`config.mk`:
```
export PLATFORM = sky130hd
export DESIGN_NAME = pmr_regs
export DESIGN_NICKNAME = d
export VERILOG_FILES = /design/src/verilog/pmr_pkg.sv /design/src/verilog/pmr_regs.sv
export SDC_FILE = /design/constraint.sdc
export NUM_CORES = 1
export LEC_CHECK = 0
export BUFFER_PORTS_ARGS = -buffer_cell sky130_fd_sc_hd__buf_4
export CAP_MARGIN = 20
export CORE_MARGIN = 4
export CORE_UTILIZATION = 35
export CTS_CLUSTER_SIZE = 24
export DETAILED_ROUTE_END_ITERATION = 6
export PLACE_DENSITY = 0.56
export SLEW_MARGIN = 0
export SYNTH_ARGS = -nofsm -noshare
export SYNTH_HDL_FRONTEND = slang
export SYNTH_SLANG_ARGS = --single-unit
```
`constraint.sdc`:
```
create_clock -name i_clk_sys -period 4.15 [get_ports i_clk_sys]
set_input_delay 0.6225 -clock i_clk_sys [delete_from_list [all_inputs] [get_ports i_clk_sys]]
set_output_delay 0.6225 -clock i_clk_sys [all_outputs]
set_load 0.005 [all_outputs]
```
`src/verilog/pmr_pkg.sv`:
```
/*
 * Shared constants and types of the PCS managed register block: register
 * numbers, bit positions, reset values, frame fields and decoder states.
 * Assumes clause 22 style management frames on the serial management pins.
 */
`default_nettype none

package pmr_pkg;

    // ----------------------------------------------------------------
    // Register numbers
    // ----------------------------------------------------------------
    localparam logic [4:0] REG_PCS_CONTROL = 5'h00;
    localparam logic [4:0] REG_PCS_STATUS = 5'h01;
    localparam logic [4:0] REG_PHY_ID_HI = 5'h02;
    localparam logic [4:0] REG_PHY_ID_LO = 5'h03;
    localparam logic [4:0] REG_AN_ADVERT = 5'h04;
    localparam logic [4:0] REG_AN_PARTNER = 5'h05;
    localparam logic [4:0] REG_AN_EXPANSION = 5'h06;
    localparam logic [4:0] REG_AN_NP_TX = 5'h07;
    localparam logic [4:0] REG_AN_NP_RX = 5'h08;
    localparam logic [4:0] REG_EXT_STATUS = 5'h0F;

    // ----------------------------------------------------------------
    // Control register bit positions
    // ----------------------------------------------------------------
    localparam int CTL_RESET_BIT = 15;
    localparam int CTL_LOOPBACK_BIT = 14;
    localparam int CTL_SPEED_LSB_BIT = 13;
    localparam int CTL_AN_ENABLE_BIT = 12;
    localparam int CTL_POWER_DOWN_BIT = 11;
    localparam int CTL_ISOLATE_BIT = 10;
    localparam int CTL_AN_RESTART_BIT = 9;
    localparam int CTL_DUPLEX_BIT = 8;
    localparam int CTL_COL_TEST_BIT = 7;
    localparam int CTL_SPEED_MSB_BIT = 6;

    // ----------------------------------------------------------------
    // Status register bit positions and fixed upper field
    // ----------------------------------------------------------------
    localparam logic [6:0] STS_ABILITY_NONE = 7'h00;
    localparam int STS_EXT_STATUS_BIT = 8;
    localparam int STS_PRE_SUPPRESS_BIT = 6;
    localparam int STS_AN_COMPLETE_BIT = 5;
    localparam int STS_REMOTE_FAULT_BIT = 4;
    localparam int STS_AN_ABILITY_BIT = 3;
    localparam int STS_LINK_BIT = 2;

    // ----------------------------------------------------------------
    // Other fixed and reset values
    // ----------------------------------------------------------------
    localparam logic [15:0] EXT_STATUS_VALUE = 16'h8000;
    localparam logic [15:0] AN_EXPANSION_FIXED = 16'h0004;
    localparam logic [15:0] AN_ADVERT_RESET = 16'h01A0;
    localparam logic [15:0] AN_ADVERT_WMASK = 16'hB1A0;
    localparam logic [15:0] AN_NP_TX_RESET = 16'h2001;
    localparam logic [15:0] AN_NP_TX_WMASK = 16'hB7FF;

    // ----------------------------------------------------------------
    // Frame fields
    // ----------------------------------------------------------------
    localparam logic [1:0] OP_WRITE = 2'b01;
    localparam logic [1:0] OP_READ = 2'b10;
    localparam logic [3:0] HDR_BITS = 4'hC;
    localparam logic [3:0] DATA_LAST = 4'hF;
    localparam logic [5:0] PRE_MIN = 6'h01;
    localparam logic [5:0] PRE_SAT = 6'h3F;

    typedef enum logic [2:0] {
        ST_PRE = 3'b000,
        ST_START = 3'b001,
        ST_HDR = 3'b010,
        ST_TA = 3'b011,
        ST_RD = 3'b100,
        ST_WR = 3'b101
    } pmr_state_e;

    // Writable control fields that steer the sublayer
    typedef struct packed {
        logic loopback;
        logic an_enable;
        logic power_down;
        logic isolate;
    } pmr_ctrl_s;

    localparam pmr_ctrl_s CTRL_RESET = '{
        loopback: 1'b0, an_enable: 1'b1, power_down: 1'b0, isolate: 1'b1};

endpackage : pmr_pkg

`default_nettype wire

```
`src/verilog/pmr_regs.sv`:
```
/*
 * PCS managed register block reached as a PHY over the serial management
 * pins. Holds the control, status and auto-negotiation page registers.
 * Assumes the management clock and data pins are asynchronous to i_clk_sys
 * and slow against it; status inputs come from logic on i_clk_sys.
 */
// Overview of operation
// - Registers answer serial management reads and writes exactly like an external PHY.
// - Ten management registers configure and monitor PCS, PMA and auto-negotiation.
// - Power down bit sets low power; only the self-clearing reset bit leaves it.
// - Loopback bit is read/write, default 0, enables loopback when 1.
// - Auto-negotiation enable bit is read/write, default 1.
// - Isolate bit is read/write, default 1; isolates from GMII while set.
// - Restart bit starts auto-negotiation again, clears itself, default 0.
// - Speed bits fixed: LSB reads 0, MSB reads 1, meaning 1000 Mb/s.
// - Duplex bit always reads 1; writes to it do nothing.
// - Collision test bit always reads 0.
// - Low six control bits reserved: read zero, writes discarded.
// - Status ability bits 15 to 9 always read 0.
// - Status bit 8 always reads 1: extended status present.
// - All logic runs on one shared fast user clock, also given to the client.
// - Status bit 5 reads 1 once auto-negotiation completed.
// - Status bit 4 latches a remote fault and clears when read.
`timescale 1ns/100ps
`default_nettype none

module pmr_regs (
    input wire logic i_clk_sys,
    input wire logic i_rst,
    input wire logic i_mdc,
    input wire logic i_mdio_in,
    input wire logic [4:0] i_phy_addr,
    input wire logic i_an_complete,
    input wire logic i_remote_fault,
    input wire logic i_link_up,
    input wire logic [15:0] i_partner_ability,
    input wire logic i_page_received,
    input wire logic [15:0] i_np_rx,
    output logic o_mdio_out,
    output logic o_mdio_oe,
    output pmr_pkg::pmr_ctrl_s o_ctrl,
    output logic o_pcs_reset,
    output logic o_an_restart
);
    import pmr_pkg::*;

    // ----------------------------------------------------------------
    // Register read mux
    // ----------------------------------------------------------------
    function automatic logic [15:0] read_word(
        input logic [4:0] addr,
        input pmr_ctrl_s ctrl,
        input logic an_done,
        input logic rfault,
        input logic link,
        input logic [15:0] advert,
        input logic [15:0] partner,
        input logic page_rx,
        input logic [15:0] np_tx,
        input logic [15:0] np_rx
    );
        logic [15:0] w;
        w = 16'h0000;
        case (addr)
            REG_PCS_CONTROL: begin
                w[CTL_LOOPBACK_BIT] = ctrl.loopback;
                w[CTL_SPEED_LSB_BIT] = 1'b0;
                w[CTL_SPEED_MSB_BIT] = 1'b1;
                w[CTL_AN_ENABLE_BIT] = ctrl.an_enable;
                w[CTL_POWER_DOWN_BIT] = ctrl.power_down;
                w[CTL_ISOLATE_BIT] = ctrl.isolate;
                w[CTL_DUPLEX_BIT] = 1'b1;
                w[CTL_COL_TEST_BIT] = 1'b0;
                w[CTL_RESET_BIT] = 1'b0;
                w[CTL_AN_RESTART_BIT] = 1'b0;
            end
            REG_PCS_STATUS: begin
                w[15:9] = STS_ABILITY_NONE;
                w[STS_EXT_STATUS_BIT] = 1'b1;
                w[STS_PRE_SUPPRESS_BIT] = 1'b1;
                w[STS_AN_COMPLETE_BIT] = an_done;
                w[STS_REMOTE_FAULT_BIT] = rfault;
                w[STS_AN_ABILITY_BIT] = 1'b1;
                w[STS_LINK_BIT] = link;
            end
            REG_AN_ADVERT: w = advert;
            REG_AN_PARTNER: w = partner;
            REG_AN_EXPANSION: w = AN_EXPANSION_FIXED | {14'h0000, page_rx, 1'b0};
            REG_AN_NP_TX: w = np_tx;
            REG_AN_NP_RX: w = np_rx;
            REG_EXT_STATUS: w = EXT_STATUS_VALUE;
            default: w = 16'h0000;
        endcase
        return w;
    endfunction : read_word

    // ----------------------------------------------------------------
    // Pin synchronisers and edge finder
    // ----------------------------------------------------------------
    logic mdc_s1_ff, mdc_s2_ff, mdc_s3_ff;
    logic mdio_s1_ff, mdio_s2_ff;
    logic mdc_rise;

    // Two flops per pin; the third MDC flop only feeds the edge finder
    always_ff @(posedge i_clk_sys) begin
        if (i_rst) begin
            mdc_s1_ff <= 1'b0;
            mdc_s2_ff <= 1'b0;
            mdc_s3_ff <= 1'b0;
            mdio_s1_ff <= 1'b1;
            mdio_s2_ff <= 1'b1;
        end else begin
            mdc_s1_ff <= i_mdc;
            mdc_s2_ff <= mdc_s1_ff;
            mdc_s3_ff <= mdc_s2_ff;
            mdio_s1_ff <= i_mdio_in;
            mdio_s2_ff <= mdio_s1_ff;
        end
    end

    assign mdc_rise = mdc_s2_ff & ~mdc_s3_ff;

    // ----------------------------------------------------------------
    // Frame decoder and register state
    // ----------------------------------------------------------------
    pmr_state_e state_ff, nxt_state;
    logic [5:0] pre_cnt_ff, nxt_pre_cnt;
    logic [3:0] bit_cnt_ff, nxt_bit_cnt;
    logic [11:0] hdr_ff, nxt_hdr;
    logic [15:0] shift_ff, nxt_shift;
    logic ta_second_ff, nxt_ta_second;
    logic mdio_out_ff, nxt_mdio_out;
    logic mdio_oe_ff, nxt_mdio_oe;
    pmr_ctrl_s ctrl_ff, nxt_ctrl;
    logic pcs_reset_ff, nxt_pcs_reset;
    logic an_restart_ff, nxt_an_restart;
    logic rfault_ff, nxt_rfault;
    logic link_ff, nxt_link;
    logic page_rx_ff, nxt_page_rx;
    logic [15:0] advert_ff, nxt_advert;
    logic [15:0] np_tx_ff, nxt_np_tx;
    logic hit;
    logic [15:0] wdata;

    // Header is op(2) phy(5) reg(5); only our own address is answered
    assign hit = (hdr_ff[9:5] == i_phy_addr);
    assign wdata = {shift_ff[14:0], mdio_s2_ff};

    // Next-state logic: one step per rising management clock edge
    always_comb begin
        nxt_state = state_ff;
        nxt_pre_cnt = pre_cnt_ff;
        nxt_bit_cnt = bit_cnt_ff;
        nxt_hdr = hdr_ff;
        nxt_shift = shift_ff;
        nxt_ta_second = ta_second_ff;
        nxt_mdio_out = mdio_out_ff;
        nxt_mdio_oe = mdio_oe_ff;
        nxt_ctrl = ctrl_ff;
        nxt_pcs_reset = 1'b0;
        nxt_an_restart = 1'b0;
        // set wins over the clear on read
        nxt_rfault = rfault_ff | i_remote_fault;
        // Link is latched low until read, as a PHY reports it
        nxt_link = link_ff & i_link_up;
        nxt_page_rx = page_rx_ff | i_page_received;
        nxt_advert = advert_ff;
        nxt_np_tx = np_tx_ff;
        if (mdc_rise) begin
            case (state_ff)
                ST_PRE: begin
                    // Preamble may be cut short, so one idle one is enough
                    if (mdio_s2_ff) begin
                        if (pre_cnt_ff != PRE_SAT) begin
                            nxt_pre_cnt = pre_cnt_ff + 6'h01;
                        end
                    end else if (pre_cnt_ff >= PRE_MIN) begin
                        nxt_state = ST_START;
                    end
                end
                ST_START: begin
                    nxt_pre_cnt = 6'h00;
                    nxt_bit_cnt = 4'h0;
                    nxt_state = mdio_s2_ff ? ST_HDR : ST_PRE;
                end
                ST_HDR: begin
                    nxt_hdr = {hdr_ff[10:0], mdio_s2_ff};
                    nxt_bit_cnt = bit_cnt_ff + 4'h1;
                    if (bit_cnt_ff == HDR_BITS - 4'h1) begin
                        nxt_state = ST_TA;
                        nxt_ta_second = 1'b0;
                    end
                end
                ST_TA: begin
                    nxt_ta_second = 1'b1;
                    nxt_bit_cnt = 4'h0;
                    if (!hit || (hdr_ff[11:10] != OP_READ && hdr_ff[11:10] != OP_WRITE)) begin
                        nxt_state = ST_PRE;
                    end else if (hdr_ff[11:10] == OP_READ && !ta_second_ff) begin
                        nxt_mdio_oe = 1'b1;
                        nxt_mdio_out = 1'b0;
                        nxt_shift = read_word(hdr_ff[4:0], ctrl_ff, i_an_complete,
                            rfault_ff, link_ff, advert_ff, i_partner_ability,
                            page_rx_ff, np_tx_ff, i_np_rx);
                        if (hdr_ff[4:0] == REG_PCS_STATUS) begin
                            // clear on read, new event still kept
                            nxt_rfault = i_remote_fault;
                            nxt_link = i_link_up;
                        end
                        if (hdr_ff[4:0] == REG_AN_EXPANSION) begin
                            nxt_page_rx = i_page_received;
                        end
                    end else if (ta_second_ff) begin
                        nxt_state = (hdr_ff[11:10] == OP_READ) ? ST_RD : ST_WR;
                        if (hdr_ff[11:10] == OP_READ) begin
                            nxt_mdio_out = shift_ff[15];
                            nxt_shift = {shift_ff[14:0], 1'b0};
                        end
                    end
                end
                ST_RD: begin
                    nxt_bit_cnt = bit_cnt_ff + 4'h1;
                    nxt_mdio_out = shift_ff[15];
                    nxt_shift = {shift_ff[14:0], 1'b0};
                    // bit 0 stands a full period, released at the following rise
                    if (bit_cnt_ff == DATA_LAST) begin
                        nxt_mdio_oe = 1'b0;
                        nxt_mdio_out = 1'b0;
                        nxt_state = ST_PRE;
                    end
                end
                ST_WR: begin
                    nxt_shift = wdata;
                    nxt_bit_cnt = bit_cnt_ff + 4'h1;
                    if (bit_cnt_ff == DATA_LAST) begin
                        nxt_state = ST_PRE;
                        if (hdr_ff[4:0] == REG_PCS_CONTROL) begin
                            nxt_ctrl.loopback = wdata[CTL_LOOPBACK_BIT];
                            nxt_ctrl.an_enable = wdata[CTL_AN_ENABLE_BIT];
                            nxt_ctrl.isolate = wdata[CTL_ISOLATE_BIT];
                            nxt_ctrl.power_down = ctrl_ff.power_down
                                | wdata[CTL_POWER_DOWN_BIT];
                            nxt_an_restart = wdata[CTL_AN_RESTART_BIT];
                            if (wdata[CTL_RESET_BIT]) begin
                                // reset leaves power down, back to defaults
                                nxt_ctrl = CTRL_RESET;
                                nxt_advert = AN_ADVERT_RESET;
                                nxt_np_tx = AN_NP_TX_RESET;
                                // one pulse, the bit reads 0 afterwards
                                nxt_pcs_reset = 1'b1;
                                nxt_an_restart = 1'b0;
                            end
                        end else if (hdr_ff[4:0] == REG_AN_ADVERT) begin
                            nxt_advert = wdata & AN_ADVERT_WMASK;
                        end else if (hdr_ff[4:0] == REG_AN_NP_TX) begin
                            nxt_np_tx = wdata & AN_NP_TX_WMASK;
                        end
                    end
                end
                default: nxt_state = ST_PRE;
            endcase
        end
    end

    // everything sits on the one fast clock
    always_ff @(posedge i_clk_sys) begin
        if (i_rst) begin
            state_ff <= ST_PRE;
            pre_cnt_ff <= 6'h00;
            bit_cnt_ff <= 4'h0;
            hdr_ff <= 12'h000;
            shift_ff <= 16'h0000;
            ta_second_ff <= 1'b0;
            mdio_out_ff <= 1'b0;
            mdio_oe_ff <= 1'b0;
            ctrl_ff <= CTRL_RESET;
            pcs_reset_ff <= 1'b0;
            an_restart_ff <= 1'b0;
            rfault_ff <= 1'b0;
            link_ff <= 1'b0;
            page_rx_ff <= 1'b0;
            advert_ff <= AN_ADVERT_RESET;
            np_tx_ff <= AN_NP_TX_RESET;
        end else begin
            state_ff <= nxt_state;
            pre_cnt_ff <= nxt_pre_cnt;
            bit_cnt_ff <= nxt_bit_cnt;
            hdr_ff <= nxt_hdr;
            shift_ff <= nxt_shift;
            ta_second_ff <= nxt_ta_second;
            mdio_out_ff <= nxt_mdio_out;
            mdio_oe_ff <= nxt_mdio_oe;
            ctrl_ff <= nxt_ctrl;
            pcs_reset_ff <= nxt_pcs_reset;
            an_restart_ff <= nxt_an_restart;
            rfault_ff <= nxt_rfault;
            link_ff <= nxt_link;
            page_rx_ff <= nxt_page_rx;
            advert_ff <= nxt_advert;
            np_tx_ff <= nxt_np_tx;
        end
    end

    // Outputs straight from flops
    assign o_mdio_out = mdio_out_ff;
    assign o_mdio_oe = mdio_oe_ff;
    assign o_ctrl = ctrl_ff;
    assign o_pcs_reset = pcs_reset_ff;
    assign o_an_restart = an_restart_ff;

endmodule : pmr_regs

`default_nettype wire

```
==> metrics, run 1 <==
Syn Nets=570; clk slew on worst S/H paths=0.06 ns; MaxCap Viol Count=0; Die H=118 um; first drt pass iteration count=5; pwr dens=334 nW/um2; status=finished clean; critical path type=reg2reg; antenna fix cells=0; Setup violations, final=0; CP Max Fanout=14; Avg Synthesized Cell Area=8.12 um2; Placed Cells=682; Slew Viols, Final=0; Synth cell types=60; xor and xnor area share after synthesis=1.87%; Yosys top cell area share=37.1%; Initial Util=36.3%; Iteration-0 DRC Markers=386; Worst path depth=6; vias after detailed routing=4030; layout cells sized above 1=15.9%; Post-synth EDFFs=0; CP cell instances=nor2b_1, nand3_1, nor4_2, buf_4, nand3_1, a21oi_1; I/O Buffers=52; clk_lat worst skew=0.34 ns; register bit total from synthesis=78; synth top area cells=dfxtp_1, a21oi_1, mux2i_1, nand2_1, nor2_1; post-route insts no fill=698; post-route ant nets=0; Max Fclk=342 MHz; RR Startpoint=state_ff[2]; core area=11600 um2; RSZ-0062 raised after global routing=false; synthesized-area fraction occupied by adder cells=1.78%; ys flop type=dfxtp_1; GPL Wtd Cong=0.920; # IOs=53; first-pass GRT wire length=20900 um; design area=4960 um2; Worst-Margin Slew=0.993 ns; die width=118 um; DP Wirelength=8820 um; # DRC=0; post-place instance area=4660 um2; sequential-to-total area share from yosys stat=37.1%; slowest CP cell=nor4_2; DIE AREA=13900 um2; setup slack, reg-to-reg=1.22 ns; Critical R2R Capture=np_tx_ff[3]; GRT overflow=0; Final TNS setup=0 ns; Slew headroom=33.3%; area leader, netlist=dfxtp_1; CP endpoint kind=flip-flop; startpoint type of the worst setup path=flip-flop; Avg WL per Cell=18.3 um; mux cell area share after synthesis=6.00%; nets=601; minimum clock period=2.93 ns; DR vias/cell=5.77; area growth from synthesis to layout=17.7%; CTS resizes=0; Compound-Gate Fraction of Synth Area=24.2%; Data arrival, critical path=3.19 ns; Worst VDD drop=186 uV; total CTS buffers=9; num rows=39; number of global-route vias before repair=3909; simple-gate share of the synthesized area=23.8%; H-tree depth=3; skew final=0.00725 ns; worst reg2reg path depth=6; Cells after Synth=519; CTS tree=built; Clock Sink Count=78; Critical path origin=state_ff[2]; initial antenna violation count=0; hold_buf cts=0; largest net degree at the start of global routing=67; Worst Path Required=4.41 ns; yosys warns=0; family with the most delay on the worst path=simple AND/OR/NAND/NOR gates; post-synthesis cell area=4210 um2; clk root buf=clkbuf_16; most instantiated library cell after synthesis=dfxtp_1; Setup Buffers After CTS=0; critical path endpoint=np_tx_ff[3]; GRT Util Overall=18.5%; worst path bufs/invs=1; DRT Wirelength=12800 um; Async S/R FF share, synth=0%; Pleak=0.00173 uW; CP most frequent cell=nand3_1; worst hold path type=reg2reg; Clock Path Buffers=2; largest family of logic cells by synthesized area=compound AO/OA/AOI/OAI gates; period utilization=70.5%; final hold viol count=0; Post-synth top cells=dfxtp_1, a21oi_1, nand2_1, nor2_1, o21ai_0; slowest stage delay, CP=0.86 ns
==> where the power goes <==
group	leakage (uW)	switching (uW)	internal, uW
clock	0.000152	311	496
combinational	0.000952	46.6	43.4
sequential	0.000630	7.27	754
total	0.00173	365	1290
==> worst min path at each step <==
stage / from / endpoint / depth (start not counted)
2_1_floorplan: mdio_s1_ff / mdio_s2_ff / 1
3_3_place_gp: mdio_s1_ff / mdio_s2_ff / 1
3_5_place_dp: mdio_s1_ff / mdio_s2_ff / 1
4_1_cts: mdio_s1_ff / mdio_s2_ff / 1
5_1_grt: mdio_s1_ff / mdio_s2_ff / 1
6_report: mdio_s1_ff / mdio_s2_ff / 1
==> cell usage in the layout, fill, tap and decap left out, types with 14 or more instances in the layout <==
| cell | count |
|---|---|
| buf_4 | 58 |
| nand2_1 | 46 |
| mux2i_1 | 23 |
| a211oi_1 | 16 |
| o21ai_0 | 28 |
| nand3_1 | 25 |
| dfxtp_1 | 78 |
| nor3_1 | 16 |
| a21oi_1 | 51 |
| nor2_1 | 40 |
| inv_1 | 14 |
==> final cells by class <==
cell class | count | area [um2]
multi-input combinational | 389 | 2430
timing repair buffer | 58 | 435
sequential | 78 | 1560
inverter | 14 | 52.6
fill | 1205 | 6660
clock buffer | 12 | 256
tap | 143 | 179
clock inverter | 4 | 45.0
==> per-layer routing <==
layer	vias to the layer above	GRT usage (%)	wire length (um)
li1	1956	-	-
met1	1908	26.1	5910
met2	149	28.6	5660
met3	17	3.41	1010
met4	0	5.86	228
met5	-	0	0
==> cell families (layout without fill, tap and decap cells) <==
kind of cell | count (synthesis) | after routing
AOI/OAI and AO/OA | 155 | 155
buffers and inverters | 52 | 88
adders and majority gates | 6 | 6
and+or+nand+nor | 194 | 194
muxes | 25 | 25
DFF | 78 | 78
xor gates and xnor gates | 9 | 9
==> state kept, by name, indices dropped and copies added, names as in the netlist, 3 cells and up <==
register / cells
np_tx_ff: 14
shift_ff: 16
o_ctrl: 4
pre_cnt_ff: 6
advert_ff: 6
state_ff: 3
hdr_ff: 12
bit_cnt_ff: 4
==> metrics by stage <==
| stage | setup slack (ns) | utilization (%) | total power, uW | hold WS, ns |
|---|---|---|---|---|
| floorplan | 1.93 | - | 821 | 0.389 |
| finish | 1.22 | 42.7 | 1660 | 0.420 |
| global route | 0.984 | 42.7 | 1710 | 0.439 |
| global placement | 1.43 | 40.1 | 867 | 0.405 |
| detailed placement | 1.30 | 40.1 | 868 | 0.401 |
| CTS | 1.28 | 42.7 | 1680 | 0.423 |
No activity file was read; power rests on OpenSTA's default activity.
==> run 2: changes to the inputs <==
--- a/config.mk
+++ b/config.mk
@@ -5,13 +5,14 @@
 export SDC_FILE = /design/constraint.sdc
 export NUM_CORES = 1
 export LEC_CHECK = 0
+export ABC_AREA = 1
 export BUFFER_PORTS_ARGS = -buffer_cell sky130_fd_sc_hd__buf_4
 export CAP_MARGIN = 20
 export CORE_MARGIN = 4
 export CORE_UTILIZATION = 35
 export CTS_CLUSTER_SIZE = 24
 export DETAILED_ROUTE_END_ITERATION = 6
-export PLACE_DENSITY = 0.56
+export PLACE_DENSITY = 0.58
 export SLEW_MARGIN = 0
 export SYNTH_ARGS = -nofsm -noshare
 export SYNTH_HDL_FRONTEND = slang
==> constraint.sdc (replaced) <==
create_clock -name i_clk_sys -period 2.5 [get_ports i_clk_sys]
set_input_delay 0.375 -clock i_clk_sys [delete_from_list [all_inputs] [get_ports i_clk_sys]]
set_output_delay 0.375 -clock i_clk_sys [all_outputs]
set_load 0.005 [all_outputs]
==> run 2 against run 1 <==
Net effect: flip-flop and latch count is the same; clock power grew 45%; synthesized area grew 2.8%; die area grew 2.6%; sequential share of layout area shrank 1.1 points; total power grew 53%; maximum frequency grew 46%; non-clock buffer count grew 6; first-iteration DRC count shrank 27%; via count grew 11%; highest routed layer unchanged; synthesized cell count grew 33%.
==> metrics, run 2 <==
clk slew on worst S/H paths=0.05 ns; register bit total from synthesis=78; MaxCap Viol Count=0; Syn Nets=741; total CTS buffers=9; I/O Buffers=52; Pleak=0.00233 uW; DIE AREA=14200 um2; Async S/R FF share, synth=0%; Clock Sink Count=78; DP Wirelength=8960 um; area leader, netlist=dfxtp_1; most frequent cells in the layout=nand2_1, nor2_1, dfxtp_1; largest registers=shift_ff: 16 flops, np_tx_ff: 14 flops, hdr_ff: 12 flops; Post-synth EDFFs=0; layout cells sized above 1=14.3%; synth top area cells=dfxtp_1, nand2_1, nor2_1, nand3_1, inv_1; fillers=1315; Worst VDD drop=496 uV; design area=5140 um2; post-synthesis cell area=4330 um2; RSZ-0062 raised after global routing=false; CTS tree=built; final hold viol count=0; slowest stage delay, CP=0.37 ns; core area=12100 um2; Max Fclk=498 MHz; area growth from synthesis to layout=18.8%; startpoint type of the worst setup path=flip-flop; nets=788; post-route insts no fill=908; period utilization=80.3%; post-route ant nets=0; Final TNS setup=0 ns; # IOs=53; initial antenna violation count=0; CP most frequent cell=nand2_1; Avg Synthesized Cell Area=6.27 um2; clk root buf=clkbuf_16; skew final=0.00559 ns; Setup violations, final=0; Largest Register=shift_ff; # DRC=0; CP cell instances=ha_1, nand2_1, nor2_1, nand2_1, nor2_2, nand2_2, nor2_8, nand2_1, o21ai_1, nor2_1; num rows=40; Placed Cells=894; GPL Wtd Cong=0.832; max reg flops=16; vias after detailed routing=4455; die width=119 um; GRT overflow=0; most instantiated library cell after synthesis=nand2_1; Avg WL per Cell=13.7 um; post-place instance area=4890 um2; Slew headroom=69.8%; Cells after Synth=690; DR vias/cell=4.91; CP Max Fanout=27; GRT Util Overall=18.0%; Clock Path Buffers=2; antenna fix cells=0; first drt pass iteration count=5; DRT Wirelength=12500 um; first-pass GRT wire length=20500 um; status=finished clean; Data arrival, critical path=2.23 ns; critical path type=reg2reg; CTS resizes=0; yosys warns=0; Worst Path Required=2.72 ns; Synth cell types=30; worst hold path type=in2reg; minimum clock period=2.01 ns; commonest non-fill, non-tap cell in the layout=nand2_1; Yosys top cell area share=36.1%; slowest CP cell=dfxtp_1; CP endpoint kind=flip-flop; clk_lat worst skew=0.34 ns; Iteration-0 DRC Markers=281; Worst-Margin Slew=0.448 ns; largest net degree at the start of global routing=34; Slew Viols, Final=0; Setup Buffers After CTS=0; number of global-route vias before repair=4164; sequential-to-total area share from yosys stat=36.1%; ys flop type=dfxtp_1; H-tree depth=3; Die H=119 um; hold_buf cts=0; Post-synth top cells=nand2_1, nor2_1, dfxtp_1, inv_1, nand3_1; pwr dens=493 nW/um2; Initial Util=35.9%
run 2: logic make-up after synthesis:
kind of cell               after synthesis  synth area share [%]
and+or+nand+nor                        403                  40.5
xor gates and xnor gates                 3                 0.607
adders and majority gates                6                  1.73
AOI/OAI and AO/OA                       93                  11.2
DFF                                     78                  36.1
buffers and inverters                  107                  9.94
run 2: routing by layer:
metal / GRT usage [%] / part of all wire, % / up-vias
met2: 27.2 / 44 / 125
met5: 0 / 0 / -
li1: - / - / 2311
met1: 24.4 / 47 / 2001
met4: 6.01 / 2.0 / 0
met3: 5.27 / 6.7 / 18
run 2: worst paths after layout:
path	startpoint	endpoint	slack (ns)	depth (start not counted)
setup / recovery	bit_cnt_ff[0]	np_tx_ff[8]	0.49	10
hold / removal	i_mdio_in	mdio_s1_ff	0.22	2
setup reg to reg	bit_cnt_ff[0]	np_tx_ff[8]	0.49	10
hold reg to reg	mdio_s1_ff	mdio_s2_ff	0.41	1
run 2: layout make-up:
class,instances,area [um2],share of cell area [%]
multi-input combinational,505,2340,45.5
sequential,78,1560,30.4
timing repair buffer,64,480,9.34
inverter,79,297,5.77
clock buffer,12,246,4.79
tap,168,210,4.09
clock inverter,2,10.0,0.195
run 2: worst max-delay path, delay by kind of cell, from the launching register on:
kind                       cells  cell delay, ns
and+or+nand+nor                8            1.22
AOI/OAI and AO/OA              1            0.09
DFF                            1            0.37
adders and majority gates      1            0.20
run 2: metrics by stage:
step / hold slack, ns / setup WS (ns) / util (%) / power (uW)
final: 0.216 / 0.492 / 42.6 / 2540
after global routing: 0.215 / 0.236 / 42.6 / 2630
after global placement: 0.398 / 0.553 / 40.5 / 1400
after CTS: 0.206 / 0.473 / 42.6 / 2580
after floorplan: 0.388 / 0.874 / - / 1320
after detailed placement: 0.402 / 0.484 / 40.5 / 1400
run 2: power by group:
group / switching, uW / internal, uW / leakage (uW) / total [uW]
clock network: 482 / 684 / 0.000128 / 1170
registers: 5.46 / 1250 / 0.000630 / 1260
logic: 54.2 / 58.2 / 0.00157 / 112
total: 542 / 1990 / 0.00233 / 2540
